**config.mk**
```make
export PLATFORM = sky130hd
export DESIGN_NAME = pci_primary_agent
export DESIGN_NICKNAME = d
export VERILOG_FILES = /design/src/rtl/pci_agent_pkg.sv /design/src/rtl/pci_primary_agent.sv
export VERILOG_INCLUDE_DIRS = /design/src /design/src/rtl
export SDC_FILE = /design/constraint.sdc
export NUM_CORES = 1
export LEC_CHECK = 0
export BUFFER_PORTS_ARGS = -buffer_cell sky130_fd_sc_hd__buf_2
export CAP_MARGIN = 20
export CORE_ASPECT_RATIO = 0.5
export CORE_MARGIN = 2
export CORE_UTILIZATION = 52
export CTS_BUF_LIST = sky130_fd_sc_hd__clkbuf_8
export CTS_CLUSTER_DIAMETER = 100
export CTS_CLUSTER_SIZE = 20
export DETAILED_ROUTE_END_ITERATION = 12
export GPL_ROUTABILITY_DRIVEN = 0
export PLACE_DENSITY = 0.83
export SETUP_SLACK_MARGIN = 0.05
export SYNTH_ARGS = -nofsm -noshare
export SYNTH_HDL_FRONTEND = slang
export SYNTH_SLANG_ARGS = --single-unit
```
**constraint.sdc**
```tcl
create_clock -name mclk -period 3.3 [get_ports mclk]
set_input_delay 0.66 -clock mclk [delete_from_list [all_inputs] [get_ports mclk]]
set_output_delay 0.66 -clock mclk [all_outputs]
set_load 0.03 [all_outputs]
```
**src/rtl/pci_agent_map.svh**
```systemverilog
// Constants for the primary bus agent: commands, timing counts and pin routing codes.
`ifndef PCI_AGENT_MAP_SVH
`define PCI_AGENT_MAP_SVH
`define CMD_IO_READ        4'h2
`define CMD_IO_WRITE       4'h3
`define CMD_MEM_READ       4'h6
`define CMD_MEM_WRITE      4'h7
`define CMD_CFG_READ       4'ha
`define CMD_CFG_WRITE      4'hb
`define PERR_RESP_BIT      6
`define ABORT_TIMEOUT      3'h5
`define MFP7_ROUTE_LOCK    4'h7
`endif

```
**src/rtl/pci_agent_pkg.sv**
```systemverilog
// Types shared by the primary bus agent.
package pci_agent_pkg;
   typedef enum logic [2:0] {ST_IDLE, ST_ADDR, ST_WAITSEL, ST_DATA, ST_ABORT, ST_TURN} mst_state_t;
   typedef enum logic [1:0] {TS_IDLE, TS_DATA, TS_TURN} tgt_state_t;
endpackage : pci_agent_pkg

```
**src/rtl/pci_primary_agent.sv**
```systemverilog
// Primary bus agent: target claim, initiator sequencing, parity and lock pin.
// Functional notes
// - Address/data lines carry 32-bit address in address phase, data after.
// - Command/byte-enable lines carry command, then byte enables per data phase.
// - Byte enable n qualifies data lane n, lane 0 lowest.
// - Even parity computed over all address/data and command/byte-enable bits.
// - As initiator, parity is driven one clock after its phase.
// - As target, mismatching parity raises the parity error signal.
// - Device select asserted whenever this agent decodes itself as target.
// - Unclaimed initiator cycle ends with initiator abort after timeout.
// - Initiator asserts frame to start and holds it while more data follows.
// - Deasserted frame marks the final data phase for initiator and target.
// - A grant without a preceding request is accepted (bus parking).
// - Lock only available when multifunction pin 7 routing selects it.
// - Configured lock gives exclusive access to downstream resources.
// - Parity error driven only while command bit 6 enables it.
// - Bus request asserted whenever the agent needs to be initiator.
// - Data phase completes only when both ready signals are sampled asserted.
// - All bus signals are sampled on the rising bus clock edge.
`timescale 1ns/100ps
`include "pci_agent_map.svh"
module pci_primary_agent
   import pci_agent_pkg::*;
#(
   parameter logic [31:0] BASE_ADDR = 32'h8000_0000,
   parameter logic [31:0] ADDR_MASK = 32'hffff_f000
)
(
   input  wire logic        mclk,
   input  wire logic        nrst,
   input  wire logic [31:0] adIn,
   output logic      [31:0] adOut,
   output logic             adOe,
   input  wire logic [3:0]  cbeIn,
   output logic      [3:0]  cbeOut,
   output logic             cbeOe,
   input  wire logic        parIn,
   output logic             parOut,
   output logic             parOe,
   input  wire logic        frameIn_n,
   output logic             frameOut_n,
   output logic             frameOe,
   input  wire logic        irdyIn_n,
   output logic             irdyOut_n,
   output logic             irdyOe,
   input  wire logic        trdyIn_n,
   output logic             trdyOut_n,
   output logic             trdyOe,
   input  wire logic        devselIn_n,
   output logic             devselOut_n,
   output logic             devselOe,
   output logic             perrOut_n,
   output logic             perrOe,
   output logic             req_n,
   input  wire logic        gnt_n,
   input  wire logic        multifunction_pin_7In,
   output logic             multifunction_pin_7Out,
   output logic             multifunction_pin_7Oe,
   input  wire logic [3:0]  mfp7Route,
   input  wire logic [15:0] cmdReg,
   input  wire logic        mstStart,
   input  wire logic [3:0]  mstCmd,
   input  wire logic [31:0] mstAddr,
   input  wire logic [31:0] mstWdata,
   input  wire logic [3:0]  mstBe,
   input  wire logic        mstLockReq,
   output logic             mstBusy,
   output logic             mstDone,
   output logic             mstAbort,
   output logic [31:0]      mstRdata,
   output logic [31:0]      tgtWdata,
   output logic [3:0]       tgtBe,
   output logic             tgtWstb,
   input  wire logic [31:0] tgtRdata,
   output logic             lockHeld
);

////////////////////////////////////////////////////////////////////////////////

   mst_state_t mstState_ff;
   tgt_state_t tgtState_ff;
   logic [2:0]  selCnt_ff;
   logic        pend_ff;
   logic [3:0]  cmdHold_ff;
   logic [31:0] addrHold_ff;
   logic [31:0] wdataHold_ff;
   logic [3:0]  beHold_ff;
   logic        lockReq_ff;
   logic        tgtWrite_ff;
   logic        tgtLast_ff;
   logic        parCalc_ff;
   logic        parCheck_ff;
   logic        parDrive_ff;
   logic        perr_ff;
   logic        perrOe_ff;
   logic        busIdle;
   logic        hit;
   logic        lockMode;
   logic        mstAddrPh;
   logic        mstDataDrv;
   logic        tgtDrvData;
   logic        curPar;

   assign busIdle  = frameIn_n && irdyIn_n;
   assign curPar   = ^{adIn, cbeIn};
   assign lockMode = (mfp7Route == `MFP7_ROUTE_LOCK);
   assign hit = !frameIn_n && busIdle == 1'b0 && tgtState_ff == TS_IDLE &&
                mstState_ff == ST_IDLE && ((adIn & ADDR_MASK) == BASE_ADDR) &&
                (cbeIn == `CMD_MEM_READ || cbeIn == `CMD_MEM_WRITE);

////////////////////////////////////////////////////////////////////////////////

   // Request latch: the request stays up until our address phase goes out.
   always_ff @(posedge mclk or negedge nrst)
   begin
      if (!nrst)
      begin
         pend_ff      <= 1'b0;
         cmdHold_ff   <= 4'h0;
         addrHold_ff  <= 32'h0;
         wdataHold_ff <= 32'h0;
         beHold_ff    <= 4'h0;
         lockReq_ff   <= 1'b0;
      end
      else if (mstStart && !pend_ff && mstState_ff == ST_IDLE)
      begin
         pend_ff      <= 1'b1;
         cmdHold_ff   <= mstCmd;
         addrHold_ff  <= mstAddr;
         wdataHold_ff <= mstWdata;
         beHold_ff    <= mstBe;
         lockReq_ff   <= mstLockReq && lockMode;
      end
      else if (mstState_ff == ST_ADDR)
         pend_ff <= 1'b0;
   end

   assign req_n = !pend_ff;

   // Initiator sequencer; a parked grant is used the same as a requested one.
   always_ff @(posedge mclk or negedge nrst)
   begin
      if (!nrst)
      begin
         mstState_ff <= ST_IDLE;
         selCnt_ff   <= 3'h0;
         mstDone     <= 1'b0;
         mstAbort    <= 1'b0;
         mstRdata    <= 32'h0;
      end
      else
      begin
         mstDone  <= 1'b0;
         mstAbort <= 1'b0;
         case (mstState_ff)
            ST_IDLE:
               if (pend_ff && !gnt_n && busIdle && tgtState_ff == TS_IDLE)
                  mstState_ff <= ST_ADDR;
            ST_ADDR:
            begin
               selCnt_ff   <= 3'h0;
               mstState_ff <= ST_WAITSEL;
            end
            ST_WAITSEL:
               // A fast target may be ready on the same edge it claims.
               if (!devselIn_n && !trdyIn_n)
               begin
                  mstRdata    <= adIn;
                  mstDone     <= 1'b1;
                  mstState_ff <= ST_TURN;
               end
               else if (!devselIn_n)
                  mstState_ff <= ST_DATA;
               else if (selCnt_ff == `ABORT_TIMEOUT)
                  mstState_ff <= ST_ABORT;
               else
                  selCnt_ff <= selCnt_ff + 3'h1;
            ST_DATA:
               if (!trdyIn_n)
               begin
                  mstRdata    <= adIn;
                  mstDone     <= 1'b1;
                  mstState_ff <= ST_TURN;
               end
            ST_ABORT:
            begin
               mstAbort    <= 1'b1;
               mstState_ff <= ST_TURN;
            end
            ST_TURN:
               mstState_ff <= ST_IDLE;
            default:
               mstState_ff <= ST_IDLE;
         endcase
      end
   end

   assign mstBusy    = pend_ff || mstState_ff != ST_IDLE;
   assign mstAddrPh  = mstState_ff == ST_ADDR;
   assign mstDataDrv = (mstState_ff == ST_WAITSEL || mstState_ff == ST_DATA) &&
                       cmdHold_ff[0];

   // address then data, byte enables by lane
   always_comb
   begin
      adOut  = tgtRdata;
      cbeOut = beHold_ff;
      if (mstAddrPh)
      begin
         adOut  = addrHold_ff;
         cbeOut = cmdHold_ff;
      end
      else if (mstDataDrv)
         adOut = wdataHold_ff;
   end
   assign adOe  = mstAddrPh || mstDataDrv || tgtDrvData;
   assign cbeOe = mstState_ff inside {ST_ADDR, ST_WAITSEL, ST_DATA};

   // single phase, frame drops at last
   assign frameOut_n = !mstAddrPh;
   assign frameOe    = mstState_ff inside {ST_ADDR, ST_WAITSEL, ST_DATA, ST_ABORT};
   assign irdyOut_n  = !(mstState_ff == ST_WAITSEL || mstState_ff == ST_DATA);
   assign irdyOe     = frameOe || mstState_ff == ST_TURN;

   assign lockHeld               = lockReq_ff && mstBusy;
   assign multifunction_pin_7Out = !(lockReq_ff && mstState_ff != ST_IDLE &&
                                     mstState_ff != ST_TURN);
   assign multifunction_pin_7Oe  = lockMode && lockReq_ff && mstState_ff != ST_IDLE;

////////////////////////////////////////////////////////////////////////////////

   // Target side: memory claim with fast device select, data phases until frame drops.
   always_ff @(posedge mclk or negedge nrst)
   begin
      if (!nrst)
      begin
         tgtState_ff <= TS_IDLE;
         tgtWrite_ff <= 1'b0;
         tgtLast_ff  <= 1'b0;
         tgtWdata    <= 32'h0;
         tgtBe       <= 4'h0;
         tgtWstb     <= 1'b0;
      end
      else
      begin
         tgtWstb <= 1'b0;
         case (tgtState_ff)
            TS_IDLE:
               if (hit)
               begin
                  tgtWrite_ff <= cbeIn[0];
                  tgtState_ff <= TS_DATA;
               end
            TS_DATA:
               if (!irdyIn_n)
               begin
                  tgtLast_ff  <= frameIn_n;
                  tgtWdata    <= adIn;
                  tgtBe       <= cbeIn;
                  tgtWstb     <= tgtWrite_ff;
                  tgtState_ff <= frameIn_n ? TS_TURN : TS_DATA;
               end
            TS_TURN:
               tgtState_ff <= TS_IDLE;
            default:
               tgtState_ff <= TS_IDLE;
         endcase
      end
   end

   assign tgtDrvData  = tgtState_ff == TS_DATA && !tgtWrite_ff;
   assign devselOut_n = tgtState_ff != TS_DATA;
   assign trdyOut_n   = tgtState_ff != TS_DATA;
   assign devselOe    = tgtState_ff != TS_IDLE;
   assign trdyOe      = tgtState_ff != TS_IDLE;

////////////////////////////////////////////////////////////////////////////////

   always_ff @(posedge mclk or negedge nrst)
   begin
      if (!nrst)
      begin
         parCalc_ff  <= 1'b0;
         parDrive_ff <= 1'b0;
      end
      else
      begin
         parCalc_ff  <= ^{adOut, cbeOut};
         parDrive_ff <= adOe && cbeOe || tgtDrvData;
      end
   end
   assign parOut = parCalc_ff;
   assign parOe  = parDrive_ff;

   always_ff @(posedge mclk or negedge nrst)
   begin
      if (!nrst)
      begin
         parCheck_ff <= 1'b0;
         perr_ff     <= 1'b0;
         perrOe_ff   <= 1'b0;
      end
      else
      begin
         parCheck_ff <= curPar;
         perr_ff     <= tgtWstb && (parIn != parCheck_ff) && cmdReg[`PERR_RESP_BIT];
         perrOe_ff   <= (tgtState_ff == TS_TURN) && tgtWrite_ff && cmdReg[`PERR_RESP_BIT];
      end
   end
   assign perrOut_n = !perr_ff;
   assign perrOe    = perrOe_ff || perr_ff;

////////////////////////////////////////////////////////////////////////////////

   property p_req_pend;
      @(posedge mclk) disable iff (!nrst) (mstStart && !mstBusy) |=> !req_n;
   endproperty
   a_req_pend: assert property (p_req_pend) else $error("request not raised");

   property p_abort;
      @(posedge mclk) disable iff (!nrst)
         (mstState_ff == ST_ADDR) ##1 (devselIn_n [*6]) |=> ##1 mstAbort;
   endproperty
   a_abort: assert property (p_abort) else $error("no initiator abort");

   property p_par_late;
      @(posedge mclk) disable iff (!nrst)
         (adOe && cbeOe) |=> (parOe && parOut == $past(^{adOut, cbeOut}));
   endproperty
   a_par_late: assert property (p_par_late) else $error("parity timing wrong");

   property p_perr_en;
      @(posedge mclk) disable iff (!nrst) !perrOut_n |-> $past(cmdReg[`PERR_RESP_BIT]);
   endproperty
   a_perr_en: assert property (p_perr_en) else $error("parity error not enabled");

   property p_claim;
      @(posedge mclk) disable iff (!nrst) hit |=> (!devselOut_n && devselOe);
   endproperty
   a_claim: assert property (p_claim) else $error("decoded cycle not claimed");

   property p_frame;
      @(posedge mclk) disable iff (!nrst)
         (mstState_ff == ST_IDLE && pend_ff && !gnt_n && busIdle && tgtState_ff == TS_IDLE)
         |=> (!frameOut_n && frameOe);
   endproperty
   a_frame: assert property (p_frame) else $error("frame not asserted");

   property p_done;
      @(posedge mclk) disable iff (!nrst) mstDone |-> $past(!trdyIn_n && !irdyOut_n);
   endproperty
   a_done: assert property (p_done) else $error("done without both ready");

   property p_lock;
      @(posedge mclk) disable iff (!nrst) multifunction_pin_7Oe |-> lockMode;
   endproperty
   a_lock: assert property (p_lock) else $error("lock driven when not routed");

endmodule : pci_primary_agent

```
Yosys cells after proc, flatten, opt, wreduce, memory -nomap -nowiden --
Cells that the tools add are included.
Operators by class: eq/ne operators 24, reduce and logical (&&, ||, !) cells 60, mux-type cells 28, $add $sub $neg 1, bitwise gates (word level) 2
Operator list (number):
- $mux 32 | 4
- $reduce_xor 36->1 | 2
- $pmux 32 s2 | 1
- $logic_and 1x1->1 | 25
- $mux 3 | 8
- $eq 20x20->1 const B | 1
- $pmux 3 s5 | 1
- $ne 2x2->1 const B | 7
- $eq 4x3->1 const B | 3
- $logic_not 1->1 | 10
- $eq 3x3->1 const B | 3
- $logic_or 1x1->1 | 8
- $reduce_bool 2->1 | 4
- $mux 1 | 7
- $eq 3x2->1 const B | 2
- $mux 2 | 3
- $pmux 3 s2 | 1
- $reduce_and 2->1 | 3
- $reduce_and 3->1 | 2
- $reduce_bool 3->1 | 2
- $mux 4 | 1
- $ne 2x1->1 const B | 2
- $ne 4x4->1 const B | 1
- $pmux 2 s2 | 1
- other kinds (12) | 13
Storage, ports and cells: input port bits 171, logic and storage cells 136, register bits after elaboration 159

Depth between registers and ports, before layout --
depth after elaboration 9, mapped depth 11, mapped depth without buffers 8

Worst setup path after synthesis --
Ideal clock, no wire load.
kind register to register, start point register cmdHold_ff[0], end point register parCalc_ff (netlist: parOut), slack 410 ps, setup time 135 ps, stages on the path, launching flop included 10, arrival 2754 ps, path through dfrtp_1 buf_4 inv_1 buf_2 a221oi_1 o21ai_0 xnor2_1 xnor2_1 xnor3_1 xor3_1
On the way: word-level cells in the longest chain between the ends 4, elaborated cells on any way between the ends 5, classes of those cells mux (3); reduce/logical (2)
Ends and longest elaborated chain:
- from (decl) | line pci_primary_agent.sv:84 | logic [3:0] cmdHold_ff;
- from (signal assigned) | line pci_primary_agent.sv:128 | cmdHold_ff <= mstCmd;
- $logic_and 1x1->1 | line pci_primary_agent.sv:200 | assign mstDataDrv = (mstState_ff == ST_WAITSEL || mstState_ff == ST_DATA) &&
- $mux 32 | line pci_primary_agent.sv:213 | else if (mstDataDrv)
- $mux 32 | line pci_primary_agent.sv:208 | if (mstAddrPh)
- via adOut[9] | line pci_primary_agent.sv:32 | output logic [31:0] adOut,
- $reduce_xor 36->1 | line pci_primary_agent.sv:288 | parCalc_ff <= ^{adOut, cbeOut};
- to (signal assigned) | line pci_primary_agent.sv:288
- to (decl) | line pci_primary_agent.sv:91 | logic parCalc_ff;
The timed path passes the listed nets, and every way through them passes these cells. A chain may end at the register's enable or synchronous reset.

Worst setup path after layout --
start point register mstState_ff[1], end point output port lockHeld
On the way: word-level cells in the longest chain between the ends 3
Ends and longest elaborated chain:
- from (decl) | line pci_primary_agent.sv:80 | mst_state_t mstState_ff;
- from (signal assigned) | line pci_primary_agent.sv:145 | mstState_ff <= ST_IDLE;
- from (signal assigned) | line pci_primary_agent.sv:158 | mstState_ff <= ST_ADDR;
- from (signal assigned) | line pci_primary_agent.sv:162 | mstState_ff <= ST_WAITSEL;
- $reduce_bool 3->1 | line pci_primary_agent.sv:198 | assign mstBusy = pend_ff || mstState_ff != ST_IDLE;
- $logic_or 1x1->1 | line pci_primary_agent.sv:198
- $logic_and 1x1->1 | line pci_primary_agent.sv:225 | assign lockHeld = lockReq_ff && mstBusy;
- to (decl) | line pci_primary_agent.sv:75 | output logic lockHeld
No other way between the ends.

==> results_dict.tcl <==
set metrics [dict create \
    status "complete, no violations" \
    antenna_found_initial 3 \
    numCtsBuffers 17 \
    dr.pass1.iters 5 \
    yosys_register_bits 159 \
    final_common_cell "buf_2" \
    grt_max_degree 75 \
    ys_seq_area_share_pct 47.5 \
    place_area_sq_um 10100 \
    slew_headroom_pct 46.9 \
    grt_first_pass_wirelength_mm 36.0 \
    final_cells 1241 \
    vias 6888 \
    async_reset_ff_share_pct 100 \
    nets 1208 \
    grt_remaining_overflow 0 \
    crit_required_ns 2.64 \
    drt_iter0_drc 404 \
    cts_root_buf "clkbuf_8" \
    grt_use_total_pct 26.9 \
    final_max_slew_viol_count 0 \
    postLayoutCellArea_sq_um 10500 \
    max-vdd-ir-drop_v 0.000972 \
    fin_util_pct 67.2 \
    wl_per_cell_microns 18.4 \
    period_minus_slack_ns 3.13 \
    yosysWarnings 0 \
    report.final.hold_viol_count 0 \
    slowest_delay_ns 0.51 \
    cts_tree "yes" \
    cp-end-kind "output port" \
    clk_latency_ns 0.45 \
    power_leakage_uw 0.00511 \
    dp.cells 1207 \
    dp_hpwl_mm 16.9 \
    syn_nets 929 \
    skew_ns 0.0220 \
    hold_class "in2async" \
    drv_cap 0 \
    cts_buffer_depth 2 \
    worst_path_dominant_cell_family "simple AND/OR/NAND/NOR gates" \
    avgSynthCellArea_sq_um 11.3 \
    drive_above_1_share_pct 47.5 \
    synth_edf_count 0 \
    setup_viol 0 \
    synth_area_sq_um 8380 \
    clk_pin_slew_ns 0.09 \
    die_area_sq_um 17200 \
    vias_per_cell 5.55 \
    postCtsHoldBufs 0 \
    ant_nets 0 \
    path_cells "buf_4 -> or3_1 -> nor2_1 -> inv_1 -> and2_1 -> buf_2" \
    cp.arrival_ns 2.47 \
    max_freq_ghz 0.319 \
    startpoint_type "register" \
    slowest_stage "or3_1" \
    syn_to_final_growth_pct 24.9 \
    rsz0062_at_grt "no" \
    grt_pass1_vias 7191 \
    place.port_buffers 280 \
    drc 0 \
    ff2ff_setup_slack_ns 0.37 \
    synthesis.instances 743 \
    core_sq_um 15600 \
    cts_resized 0 \
    fin_crit_sh_pct 94.9 \
    dieWidth_microns 183 \
    clock-sinks 159 \
    synth_ff_type "dfrtp_1" \
    max_slew.worst_pin.slew_ns 0.795 \
    start_util_pct 53.8 \
    die_h_microns 93.7 \
    final_cell_mix "buf_2, dfrtp_1, mux2_2" \
    crit_buf_inv 3 \
    h-tree-depth 4 \
    rows 32 \
    critPathMaxFanout 44 \
    crit_type "reg2out" \
    post_cts_buffers 0 \
    ios 297 \
    drt-total-wl_mm 22.9 \
    power.density_nw_per_um2 1210 \
    ys_types 49 \
    fin_setup_tns_ns 0 \
]
-- cell families after synthesis --
group,Yosys count,synth area share (%)
AOI/OAI and AO/OA,154,12.4
xor gates and xnor gates,57,6.63
adders and majority gates,15,2.24
buffers and inverters,85,4.32
DFF,159,47.5
muxes,148,19.8
and+or+nand+nor,125,7.09
-- layer usage --
metal | up-vias | wire, microns | track usage [%]
met5 | - | 13 | 0
met4 | 2 | 483 | 10.6
met3 | 42 | 1690 | 7.29
li1 | 3198 | - | -
met1 | 3373 | 9390 | 33.0
met2 | 273 | 11300 | 45.7
-- worst reg2reg max path: stages, from the launching register on --
cell     delay, ns
dfrtp_2       0.53
nor3b_2       0.37
inv_1         0.28
o21ai_0       0.38
xor2_1        0.22
xnor3_1       0.37
xnor3_1       0.25
xor3_1        0.40
-- final cells by class --
cell class,count,area [sq um]
Antenna cell,2,5.00
Clock buffer,20,275
Clock inverter,12,119
Fill cell,1210,5120
Inverter,39,146
Multi-Input combinational cell,499,4060
Sequential cell,159,3980
Tap cell,204,255
Timing Repair Buffer,306,1620
-- worst paths after layout --
check | from | to | depth (start not counted)
hold reg to reg | mstRdata[18] | mstRdata[18] | 1
max in group asynchronous | nrst | wdataHold_ff[6] | 2
setup reg to reg | mstState_ff[2] | parOut | 7
hold / removal | nrst | mstDone | 1
setup / recovery | mstState_ff[1] | lockHeld | 6
min in group mclk | mstWdata[3] | wdataHold_ff[3] | 2
-- cell usage after synthesis (5+ instances only) --
master	number	area (sq um)
buf_4	5	37.5
a221oi_1	15	131
mux2i_1	8	80.1
ha_1	15	188
buf_2	19	95.1
o21bai_1	5	37.5
nand2_1	66	248
and2_1	5	31.3
o221ai_1	9	78.8
o31ai_1	8	60.1
o21a_1	14	105
nor2_1	18	67.6
a31oi_1	15	93.8
xor2_1	16	140
o21ai_0	38	190
mux2_2	140	1580
a22o_1	6	52.6
a21oi_1	16	80.1
dfrtp_1	159	3980
inv_1	38	143
o211ai_1	5	37.5
o22ai_1	7	43.8
clkbuf_1	19	71.3
nor2b_1	11	68.8
xnor2_1	37	324
-- per-stage QoR --
stage	hold slack [ns]	power (uW)	worst slack (ns)
CTS	0.235	12700	0.186
global placement	0.485	10900	0.426
finish	0.222	12600	0.170
floorplan	0.364	9100	0.410
detailed placement	0.490	11100	0.382
global route	0.264	13400	0.100
-- state kept, by name, indices dropped and copies added (netlist names), 2 cells and up --
register,flops
addrHold_ff,32
mstRdata,32
tgtWdata,32
wdataHold_ff,32
beHold_ff,4
cmdHold_ff,4
tgtBe,4
mstState_ff,3
selCnt_ff,3
tgtState_ff,2
-- where the power goes --
part           internal (uW)  leakage (uW)  switching, uW
combinational           3470       0.00299           4310
clock                    676      0.000205            783
sequential              2810       0.00192            576
total                   6950       0.00511           5670
(Power assumes the default switching activity.)
